==> src/shared/clock_mode_pkg.sv <==
// Constants, register map and state type of the clock mode controller.
package clock_mode_pkg;

  // Register byte offsets on the APB port.
  localparam logic [7:0] pll_control_offset = 8'h00;
  localparam logic [7:0] mode_control_offset = 8'h04;
  localparam logic [7:0] mode_status_offset = 8'h08;
  localparam logic [7:0] irq_status_offset = 8'h0c;
  localparam logic [7:0] irq_mask_offset = 8'h10;

  // Field positions of pll_control.
  localparam int lock_loss_irq_enable_bit = 7;
  localparam int pll_or_fll_select_bit = 6;
  localparam int clock_monitor_enable_bit = 5;
  localparam int vco_field_msb = 3;
  localparam logic [7:0] pll_control_write_mask = 8'hef;
  localparam logic [7:0] pll_control_reset = 8'h01;

  // Field positions of mode_control.
  localparam int clock_source_lsb = 0;
  localparam int internal_ref_bit = 2;
  localparam int reference_divider_lsb = 3;
  localparam int low_power_bit = 6;
  localparam logic [6:0] mode_control_reset = 7'h04;

  // Field positions of mode_status.
  localparam int lock_loss_flag_bit = 9;
  localparam int state_field_width = 9;

  // Interrupt status and mask layout.
  localparam int irq_width = 3;
  localparam int irq_lock_loss_bit = 0;
  localparam int irq_clock_loss_bit = 1;
  localparam int irq_mode_change_bit = 2;

  // Encodings.
  localparam logic [1:0] source_fll = 2'h0;
  localparam logic [1:0] source_internal = 2'h1;
  localparam logic [1:0] source_external = 2'h2;
  localparam logic [1:0] source_pll = 2'h3;
  localparam logic [1:0] debug_none = 2'h0;
  localparam logic [1:0] debug_from_fll = 2'h1;
  localparam logic [1:0] debug_dco_half = 2'h2;
  localparam logic [2:0] divider_none = 3'h0;
  localparam logic [3:0] vco_code_reserved = 4'h0;
  localparam logic [3:0] vco_code_max = 4'ha;
  localparam logic [5:0] pll_factor_step = 6'h04;
  localparam logic [5:0] pll_factor_max = 6'h28;
  localparam logic [10:0] fll_factor = 11'h400;

  typedef enum logic [8:0] {
    fll_engaged_int_mode = 9'h001,
    fll_engaged_ext_mode = 9'h002,
    fll_bypassed_int_mode = 9'h004,
    fll_bypassed_ext_mode = 9'h008,
    pll_engaged_ext_mode = 9'h010,
    pll_bypassed_ext_mode = 9'h020,
    low_power_int_mode = 9'h040,
    low_power_ext_mode = 9'h080,
    stop_mode = 9'h100
  } clock_mode_type;

endpackage

==> src/verilog/clock_mode_control.sv <==
// Mode controller and PLL control register of the clock generator.
//
// Operation
// - Lock-loss interrupt request only while its enable and sticky flag are set.
// - Select bit clear keeps PLL off; set keeps FLL off.
// - Monitor enabled: external clock loss raises a reset request.
// - VCO field gives multiplier four times its code, 1 to 10.
// - Codes 11 to 15 give multiplier 40.
// - FLL engaged internal is the reset mode; entered on 00,1,0,000.
// - Every FLL mode locks the FLL to 1024 times the reference.
// - FLL engaged external entered on 00,0,0; software sets the divider.
// - FLL bypassed internal: source 01, internal, FLL, divider 000, LP 0.
// - FLL bypassed external: source 10, external, FLL, LP 0.
// - PLL engaged external entered on 00,0,1; software divides to 1-2 MHz.
// - PLL engaged external drives the output from the PLL.
// - PLL engaged: debug clock from DIGITAL_CTRL_OSCILLATOR/2 if debug on, else FLL off.
// - FLL modes take debug clock from the FLL and hold PLL off.
// - Brief FLL bypassed external use above FLL range is permitted.
// - Nine-state machine; apart from entering and leaving stop, it moves only between permitted state pairs.
// - Lock-loss flag sticky; set on loss after lock, write one clears.
//
// Added by the designer: the register offsets and the APB slave port.
`timescale 1ns/100ps

module clock_mode_control (
  // Clock and reset.
  input wire logic pclk,
  input wire logic presetn,
  // APB slave.
  input wire logic psel,
  input wire logic penable,
  input wire logic pwrite,
  input wire logic [7:0] paddr,
  input wire logic [31:0] pwdata,
  output logic [31:0] prdata,
  output logic pready,
  output logic pslverr,
  // Analog and system status.
  input wire logic loop_locked,
  input wire logic ext_clock_lost,
  input wire logic background_debug_mode,
  input wire logic stop_request,
  // Clock steering.
  output logic [1:0] main_output_clock_source,
  output logic [1:0] debug_link_clock_source,
  output logic fll_enable,
  output logic pll_enable,
  output logic dco_open_loop,
  output logic [10:0] fll_multiplier,
  output logic [5:0] pll_multiplier,
  output logic [8:0] current_mode,
  // Requests.
  output logic clock_loss_reset_req,
  output logic lock_loss_irq,
  output logic irq
);

  localparam int irq_width = clock_mode_pkg::irq_width;

  logic [7:0] pll_control_reg;
  logic [6:0] mode_control_reg;
  logic lock_loss_flag_reg;
  logic lock_seen_reg;
  logic [irq_width-1:0] irq_status_reg;
  logic [irq_width-1:0] irq_mask_reg;
  logic [31:0] prdata_reg;
  logic pready_reg;
  logic pslverr_reg;
  clock_mode_pkg::clock_mode_type state_reg;
  clock_mode_pkg::clock_mode_type state_next;
  clock_mode_pkg::clock_mode_type target;
  logic [1:0] source_next;
  logic [1:0] debug_next;
  logic fll_next;
  logic pll_next;
  logic dco_next;
  logic [5:0] pll_factor_next;
  logic [1:0] clock_source_select;
  logic internal_ref_select;
  logic [2:0] reference_divider;
  logic lp;
  logic pll_or_fll_select;
  logic [3:0] vco;
  logic access;
  logic wr_en;
  logic rd_en;
  logic mapped;
  logic lock_lost_event;
  logic [irq_width-1:0] irq_events;
  logic [31:0] read_word;

  assign clock_source_select = mode_control_reg[clock_mode_pkg::clock_source_lsb +: 2];
  assign internal_ref_select = mode_control_reg[clock_mode_pkg::internal_ref_bit];
  assign reference_divider = mode_control_reg[clock_mode_pkg::reference_divider_lsb +: 3];
  assign lp = mode_control_reg[clock_mode_pkg::low_power_bit];
  assign pll_or_fll_select = pll_control_reg[clock_mode_pkg::pll_or_fll_select_bit];
  assign vco = pll_control_reg[clock_mode_pkg::vco_field_msb:0];

  // The slave waits one access cycle so read data comes from a register.
  assign access = psel & penable & pready_reg;
  assign wr_en = access & pwrite & mapped;
  assign rd_en = access & ~pwrite & mapped;

  always_comb begin
    mapped = 1'b1;
    read_word = 32'h0;
    case (paddr)
      clock_mode_pkg::pll_control_offset: begin
        read_word[7:0] = pll_control_reg;
      end
      clock_mode_pkg::mode_control_offset: begin
        read_word[6:0] = mode_control_reg;
      end
      clock_mode_pkg::mode_status_offset: begin
        read_word[8:0] = state_reg;
        read_word[clock_mode_pkg::lock_loss_flag_bit] = lock_loss_flag_reg;
      end
      clock_mode_pkg::irq_status_offset: begin
        read_word[irq_width-1:0] = irq_status_reg;
      end
      clock_mode_pkg::irq_mask_offset: begin
        read_word[irq_width-1:0] = irq_mask_reg;
      end
      default: begin
        mapped = 1'b0;
      end
    endcase
  end

  always_ff @(posedge pclk or negedge presetn) begin
    if (!presetn) begin
      pready_reg <= 1'b0;
      pslverr_reg <= 1'b0;
      prdata_reg <= 32'h0;
    end else begin
      pready_reg <= psel & penable & ~pready_reg;
      pslverr_reg <= psel & penable & ~pready_reg & ~mapped;
      if (psel & penable & ~pready_reg & ~pwrite) begin
        prdata_reg <= read_word;
      end
    end
  end

  // Bit 4 is never stored, so it reads back as zero.
  always_ff @(posedge pclk or negedge presetn) begin
    if (!presetn) begin
      pll_control_reg <= clock_mode_pkg::pll_control_reset;
      mode_control_reg <= clock_mode_pkg::mode_control_reset;
      irq_mask_reg <= '0;
    end else if (wr_en) begin
      if (paddr == clock_mode_pkg::pll_control_offset) begin
        pll_control_reg <= pwdata[7:0] & clock_mode_pkg::pll_control_write_mask;
      end
      if (paddr == clock_mode_pkg::mode_control_offset) begin
        mode_control_reg <= pwdata[6:0];
      end
      if (paddr == clock_mode_pkg::irq_mask_offset) begin
        irq_mask_reg <= pwdata[irq_width-1:0];
      end
    end
  end

  // Loss of lock only counts in the cycle after the active loop was locked.
  assign lock_lost_event = lock_seen_reg & ~loop_locked & (fll_enable | pll_enable);

  always_ff @(posedge pclk or negedge presetn) begin
    if (!presetn) begin
      lock_seen_reg <= 1'b0;
    end else begin
      lock_seen_reg <= loop_locked & (fll_enable | pll_enable);
    end
  end

  // A loss arriving with the clearing write still sets the flag.
  always_ff @(posedge pclk or negedge presetn) begin
    if (!presetn) begin
      lock_loss_flag_reg <= 1'b0;
    end else if (lock_lost_event) begin
      lock_loss_flag_reg <= 1'b1;
    end else if (wr_en && paddr == clock_mode_pkg::mode_status_offset &&
                 pwdata[clock_mode_pkg::lock_loss_flag_bit]) begin
      lock_loss_flag_reg <= 1'b0;
    end
  end

  always_comb begin
    irq_events = '0;
    irq_events[clock_mode_pkg::irq_lock_loss_bit] = lock_lost_event;
    irq_events[clock_mode_pkg::irq_clock_loss_bit] = ext_clock_lost;
    irq_events[clock_mode_pkg::irq_mode_change_bit] = (state_next != state_reg);
  end

  always_ff @(posedge pclk or negedge presetn) begin
    if (!presetn) begin
      irq_status_reg <= '0;
    end else if (rd_en && paddr == clock_mode_pkg::irq_status_offset) begin
      irq_status_reg <= irq_events;
    end else begin
      irq_status_reg <= irq_status_reg | irq_events;
    end
  end

  always_ff @(posedge pclk or negedge presetn) begin
    if (!presetn) begin
      irq <= 1'b0;
      lock_loss_irq <= 1'b0;
      clock_loss_reset_req <= 1'b0;
    end else begin
      irq <= |(irq_status_reg & irq_mask_reg);
      lock_loss_irq <= pll_control_reg[clock_mode_pkg::lock_loss_irq_enable_bit] &
                       lock_loss_flag_reg;
      clock_loss_reset_req <= ext_clock_lost &
        pll_control_reg[clock_mode_pkg::clock_monitor_enable_bit];
    end
  end

  // Mode the control bits ask for; an invalid mix keeps the present mode.
  always_comb begin
    target = state_reg;
    case (clock_source_select)
      2'h0: begin
        if (internal_ref_select && !pll_or_fll_select && reference_divider == clock_mode_pkg::divider_none) begin
          target = clock_mode_pkg::fll_engaged_int_mode;
        end else if (!internal_ref_select && !pll_or_fll_select) begin
          target = clock_mode_pkg::fll_engaged_ext_mode;
        end else if (!internal_ref_select && pll_or_fll_select) begin
          target = clock_mode_pkg::pll_engaged_ext_mode;
        end
      end
      2'h1: begin
        if (internal_ref_select && !pll_or_fll_select && lp && !background_debug_mode) begin
          target = clock_mode_pkg::low_power_int_mode;
        end else if (internal_ref_select && !pll_or_fll_select && reference_divider == clock_mode_pkg::divider_none) begin
          target = clock_mode_pkg::fll_bypassed_int_mode;
        end
      end
      2'h2: begin
        if (!internal_ref_select && lp && !background_debug_mode) begin
          target = clock_mode_pkg::low_power_ext_mode;
        end else if (!internal_ref_select && !pll_or_fll_select) begin
          target = clock_mode_pkg::fll_bypassed_ext_mode;
        end else if (!internal_ref_select) begin
          target = clock_mode_pkg::pll_bypassed_ext_mode;
        end
      end
      default: begin
        target = state_reg;
      end
    endcase
  end

  function automatic logic permitted(input logic [8:0] a, input logic [8:0] b);
    logic [8:0] pair;
    pair = a | b;
    case (pair)
      9'h003, 9'h005, 9'h009, 9'h006, 9'h00a, 9'h00c, 9'h044,
      9'h028, 9'h088, 9'h030, 9'h0a0: begin
        permitted = 1'b1;
      end
      default: begin
        permitted = 1'b0;
      end
    endcase
  endfunction

  // Stop is reachable from any mode and returns to the requested one.
  always_comb begin
    if (stop_request) begin
      state_next = clock_mode_pkg::stop_mode;
    end else if (state_reg == clock_mode_pkg::stop_mode) begin
      state_next = target;
    end else if (permitted(state_reg, target)) begin
      state_next = target;
    end else begin
      state_next = state_reg;
    end
  end

  always_ff @(posedge pclk or negedge presetn) begin
    if (!presetn) begin
      state_reg <= clock_mode_pkg::fll_engaged_int_mode;
    end else begin
      state_reg <= state_next;
    end
  end

  always_comb begin
    if (vco == clock_mode_pkg::vco_code_reserved || vco > clock_mode_pkg::vco_code_max) begin
      pll_factor_next = clock_mode_pkg::pll_factor_max;
    end else begin
      pll_factor_next = 6'(vco * clock_mode_pkg::pll_factor_step);
    end
  end

  always_comb begin
    source_next = clock_mode_pkg::source_fll;
    debug_next = clock_mode_pkg::debug_from_fll;
    fll_next = 1'b1;
    pll_next = 1'b0;
    dco_next = 1'b0;
    case (state_next)
      clock_mode_pkg::fll_engaged_int_mode, clock_mode_pkg::fll_engaged_ext_mode: begin
        source_next = clock_mode_pkg::source_fll;
      end
      clock_mode_pkg::fll_bypassed_int_mode: begin
        source_next = clock_mode_pkg::source_internal;
      end
      clock_mode_pkg::fll_bypassed_ext_mode: begin
        source_next = clock_mode_pkg::source_external;
      end
      clock_mode_pkg::pll_engaged_ext_mode, clock_mode_pkg::pll_bypassed_ext_mode: begin
        source_next = (state_next == clock_mode_pkg::pll_engaged_ext_mode) ?
                      clock_mode_pkg::source_pll : clock_mode_pkg::source_external;
        fll_next = 1'b0;
        pll_next = 1'b1;
        dco_next = background_debug_mode;
        debug_next = background_debug_mode ? clock_mode_pkg::debug_dco_half :
                     clock_mode_pkg::debug_none;
      end
      clock_mode_pkg::low_power_int_mode, clock_mode_pkg::low_power_ext_mode: begin
        source_next = (state_next == clock_mode_pkg::low_power_int_mode) ?
                      clock_mode_pkg::source_internal : clock_mode_pkg::source_external;
        fll_next = 1'b0;
        debug_next = clock_mode_pkg::debug_none;
      end
      default: begin
        source_next = main_output_clock_source;
        fll_next = 1'b0;
        debug_next = clock_mode_pkg::debug_none;
      end
    endcase
  end

  always_ff @(posedge pclk or negedge presetn) begin
    if (!presetn) begin
      main_output_clock_source <= clock_mode_pkg::source_fll;
      debug_link_clock_source <= clock_mode_pkg::debug_from_fll;
      fll_enable <= 1'b1;
      pll_enable <= 1'b0;
      dco_open_loop <= 1'b0;
      fll_multiplier <= clock_mode_pkg::fll_factor;
      pll_multiplier <= clock_mode_pkg::pll_factor_step;
    end else begin
      main_output_clock_source <= source_next;
      debug_link_clock_source <= debug_next;
      fll_enable <= fll_next & ~pll_or_fll_select;
      pll_enable <= pll_next & pll_or_fll_select;
      dco_open_loop <= dco_next;
      fll_multiplier <= fll_next ? clock_mode_pkg::fll_factor : 11'h0;
      pll_multiplier <= pll_factor_next;
    end
  end

  assign current_mode = state_reg;
  assign prdata = prdata_reg;
  assign pready = pready_reg;
  assign pslverr = pslverr_reg;
endmodule // clock_mode_control

==> config.mk <==
export PLATFORM = sky130hd
export DESIGN_NAME = clock_mode_control
export DESIGN_NICKNAME = d
export VERILOG_FILES = /design/src/shared/clock_mode_pkg.sv /design/src/verilog/clock_mode_control.sv
export SDC_FILE = /design/constraint.sdc
export NUM_CORES = 1
export LEC_CHECK = 0
export BUFFER_PORTS_ARGS = -buffer_cell sky130_fd_sc_hd__buf_2
export CAP_MARGIN = 10
export CELL_PAD_IN_SITES_DETAIL_PLACEMENT = 2
export CELL_PAD_IN_SITES_GLOBAL_PLACEMENT = 2
export CORE_ASPECT_RATIO = 0.6
export CORE_MARGIN = 2
export CORE_UTILIZATION = 25
export CTS_BUF_LIST = sky130_fd_sc_hd__clkbuf_2
export DETAILED_ROUTE_END_ITERATION = 10
export GPL_ROUTABILITY_DRIVEN = 0
export PLACE_DENSITY = 0.68
export SLEW_MARGIN = 20
export SYNTH_ARGS = -nofsm -noshare
export SYNTH_HDL_FRONTEND = slang
export SYNTH_SLANG_ARGS = --single-unit
==> constraint.sdc <==
create_clock -name pclk -period 5.8 [get_ports pclk]
set_clock_uncertainty 0.05 [all_clocks]
set_input_delay 0.29 -clock pclk [delete_from_list [all_inputs] [get_ports pclk]]
set_output_delay 0.29 -clock pclk [all_outputs]
set_load 0.1 [all_outputs]
==> impl_results.md <==
- Outcome: finished clean
- Syn Inst Count: 410
- Number of synthesized flops with an enable pin: 0
- Final nets: 523
- Adder-cell area share of the yosys netlist: 0
- Pwr Density: 458 mW/mm^2
- Fin. max-slew vios: 0
- Critical path class: reg -> reg
- Top cells by area, synth: dfrtp_1 (33%), buf_4 (6.7%), mux2_2 (5.6%)
- Vias per cell: 5.03
- Largest net degree at the start of global routing: 59
- Mux contribution to synthesized area: 0.0719
- TritonCTS Sinks: 58
- Setup crit end kind: register
- CP delay by family, top: compound AO/OA/AOI/OAI gates
- Ys async rst share: 1.00
- Clk Latency, worst-skew pair: 0.52 ns
- H-tree lvl count: 3
- Post-synth top flop: dfrtp_1
- Synthesis-to-layout area growth: 15.5%
- Core Util, Final: 0.300
- TritonCTS clock tree: yes
- Most area-hungry cell type in the Yosys netlist: dfrtp_1
- Avg Inst Size Synth: 9.30 sq um
- Compound-Gate Fraction of Synth Area: 0.225
- Critical path's slowest cell: a2111oi_0
- Critical path data required time: 6.20 ns
- CP Data Arrival Time: 4.39 ns
- Max Cap Violations: 0
- CP max stage delay: 0.74 ns
- Post-DRT Antenna Nets: 0
- DR pass1 iterations: 4
- Die span in x: 163 um
- Initial DRC count: 218
- Hold/Removal Path Class: in -> reg
- Initial antenna violation count: 1
- WP buf/inv: 0
- DR vias: 3412
- Final WS setup: 1.81 ns
- CP Cell Sequence: or3_1 > a2111oi_0 > and4bb_2 > a211o_1 > a21oi_4 > nand2_4 > o211ai_1 > xor2_1 > nor3_2 > and2_1
- Slew @ Worst Pin: 0.768 ns
- Synthesis Warnings: 0
- Unrepaired setup endpoints after global routing: false
- Final hold violations: 0
- Initial Utilization: 0.260
- Flops & latches, synth: 58
- Io pins: 119
- CP startpoint kind: register
- Max IR drop VDD: 0.169 mV
- Largest family of logic cells by synthesized area: compound AO/OA/AOI/OAI gates
- Num CTS Buffers: 9
- Total power draw: 2.02 mW
- XOR/XNOR share of the synthesized area: 0.0207
- Number of global-route vias before repair: 3623
- GRT overflow: 0
- # DRC: 0
- Mapped Area: 0.00381 sq mm
- Period utilisation layout: 0.688
- Core area: 0.0147 sq mm
- Root buffer cell: clkbuf_2
- Max Clock Freq: 251 MHz
- Die ar.: 0.0163 sq mm
- Final setup vio count: 0
- Cell variety after synth: 76
- First-pass GRT wire length: 21100 um
- Placed wire-length estimate: 10000 um
- Leakage Power: 2.02 nW
- Max transition margin: 0.474
- Clk buf depth: 2
- TNS Setup: 0 ns
- Wire per inst: 19.7 um
- Post-synth top area share: 0.335
- Sequential area share after synthesis: 0.383
- Port Buf Inserts: 61
- DRT Wirelength: 13400 um
- Setup slack at placement: 1.86 ns
- Ratio of cells with drive above 1 in the final layout: 0.263
- Die Y: 99.7 um
- Crit Path Max Fanout: 16
- Minimum clock period: 3.99 ns
- Post-CTS Setup Repair Bufs: 0
- Largest register FFs: 10
- Worst-path clk slew: 0.19 ns
- Num rows: 34
- All-Layer GR Usage: 0.169
- Simple-Gate Fraction of Synth Area: 0.197
## Yosys cell counts, types with 6 or more instances
cell,n
xnor2_1,6
dfstp_2,7
inv_1,9
nand2_1,32
nor2b_1,7
a21o_1,6
and2_1,8
mux2i_1,6
dfrtp_1,51
buf_4,34
o21ai_0,18
nor3_1,9
mux2_2,19
nand3_1,12
clkbuf_1,18
nor2_1,27
nor4_1,6
a21oi_1,23
## layout by cell type (no fill, tap or decap), types with 8 or more instances in the layout
cell	instances
mux2_2	19
nand2_1	32
dfrtp_1	51
inv_1	9
clkbuf_2	10
nor2_1	27
conb_1	34
nor3_1	8
buf_2	61
a21oi_1	23
o21ai_0	18
nand3_1	12
dlygate4sd3_1	14
and2_1	8
## final timing paths
| check | from | end | slack, ns | cells after the start |
|---|---|---|---|---|
| setup / recovery | mode_control_reg[3] | pll_enable | 1.81 | 10 |
| hold / removal | pwdata[9] | lock_loss_flag_reg | 0.05 | 3 |
| setup reg to reg | mode_control_reg[3] | pll_enable | 1.81 | 10 |
| hold reg to reg | prdata[6] | prdata[6] | 0.47 | 2 |
| max in group asynchronous | presetn | irq_mask_reg[2] | 4.78 | 3 |
| min in group asynchronous | presetn | mode_control_reg[4] | 0.40 | 3 |
## worst register-to-register path: stages, from the launching register on
cell and delay [ns]:
dfrtp_1 0.51, or3_1 0.43, a2111oi_0 0.74, and4bb_2 0.31
a211o_1 0.32, a21oi_4 0.30, nand2_4 0.20, o211ai_1 0.40
xor2_1 0.19, nor3_2 0.32, and2_1 0.18
## where the power goes
| group | switching [mW] | total (mW) | internal (mW) |
|---|---|---|---|
| Clock | 0.169 | 0.267 | 0.0975 |
| Sequential | 0.0953 | 0.554 | 0.459 |
| Combinational | 0.878 | 1.20 | 0.318 |
| Total | 1.14 | 2.02 | 0.874 |
## through the flow
step | cell area, sq um | std cells | hold WS, ns
finish | 4400 | 678 | 0.0507
global route | 4400 | 678 | 0.0319
CTS | 4400 | 677 | 0.0000631
detailed placement | 4150 | 647 | 0.423
global placement | 4150 | 647 | 0.407
floorplan | 3940 | 443 | -0.0556
## routing by layer
| metal | vias up | wire length (um) | global-route usage |
|---|---|---|---|
| met5 | - | 0 | 0 |
| met3 | 9 | 993 | 0.0363 |
| met2 | 109 | 5710 | 0.253 |
| li1 | 1580 | - | - |
| met4 | 0 | 107 | 0.0395 |
| met1 | 1714 | 6570 | 0.249 |
## cell type report
cell class / instances / area (sq um)
Antenna cell: 1 / 2.50
Clock buffer: 10 / 50.0
Clock inverter: 6 / 57.6
Fill cell: 1674 / 10300
Inverter: 10 / 37.5
Multi-Input combinational cell: 319 / 2100
Sequential cell: 58 / 1460
Tap cell: 198 / 248
Timing Repair Buffer: 76 / 453
## logic make-up (layout without fill, tap and decap cells)
kind of cell	after synthesis	after routing
AOI/OAI and AO/OA	114	114
xor gates and xnor gates	9	9
buffers and inverters	66	102
DFF	58	58
muxes	25	25
other	1	35
and+or+nand+nor	137	137
## what timing repair did
item / in CTS / in global routing
endpoints found under the hold margin: 71 / 0
resized for setup: 0 / 0
hold buffers: 14 / 0
Note: power is estimated with default switching activity, not from simulation.
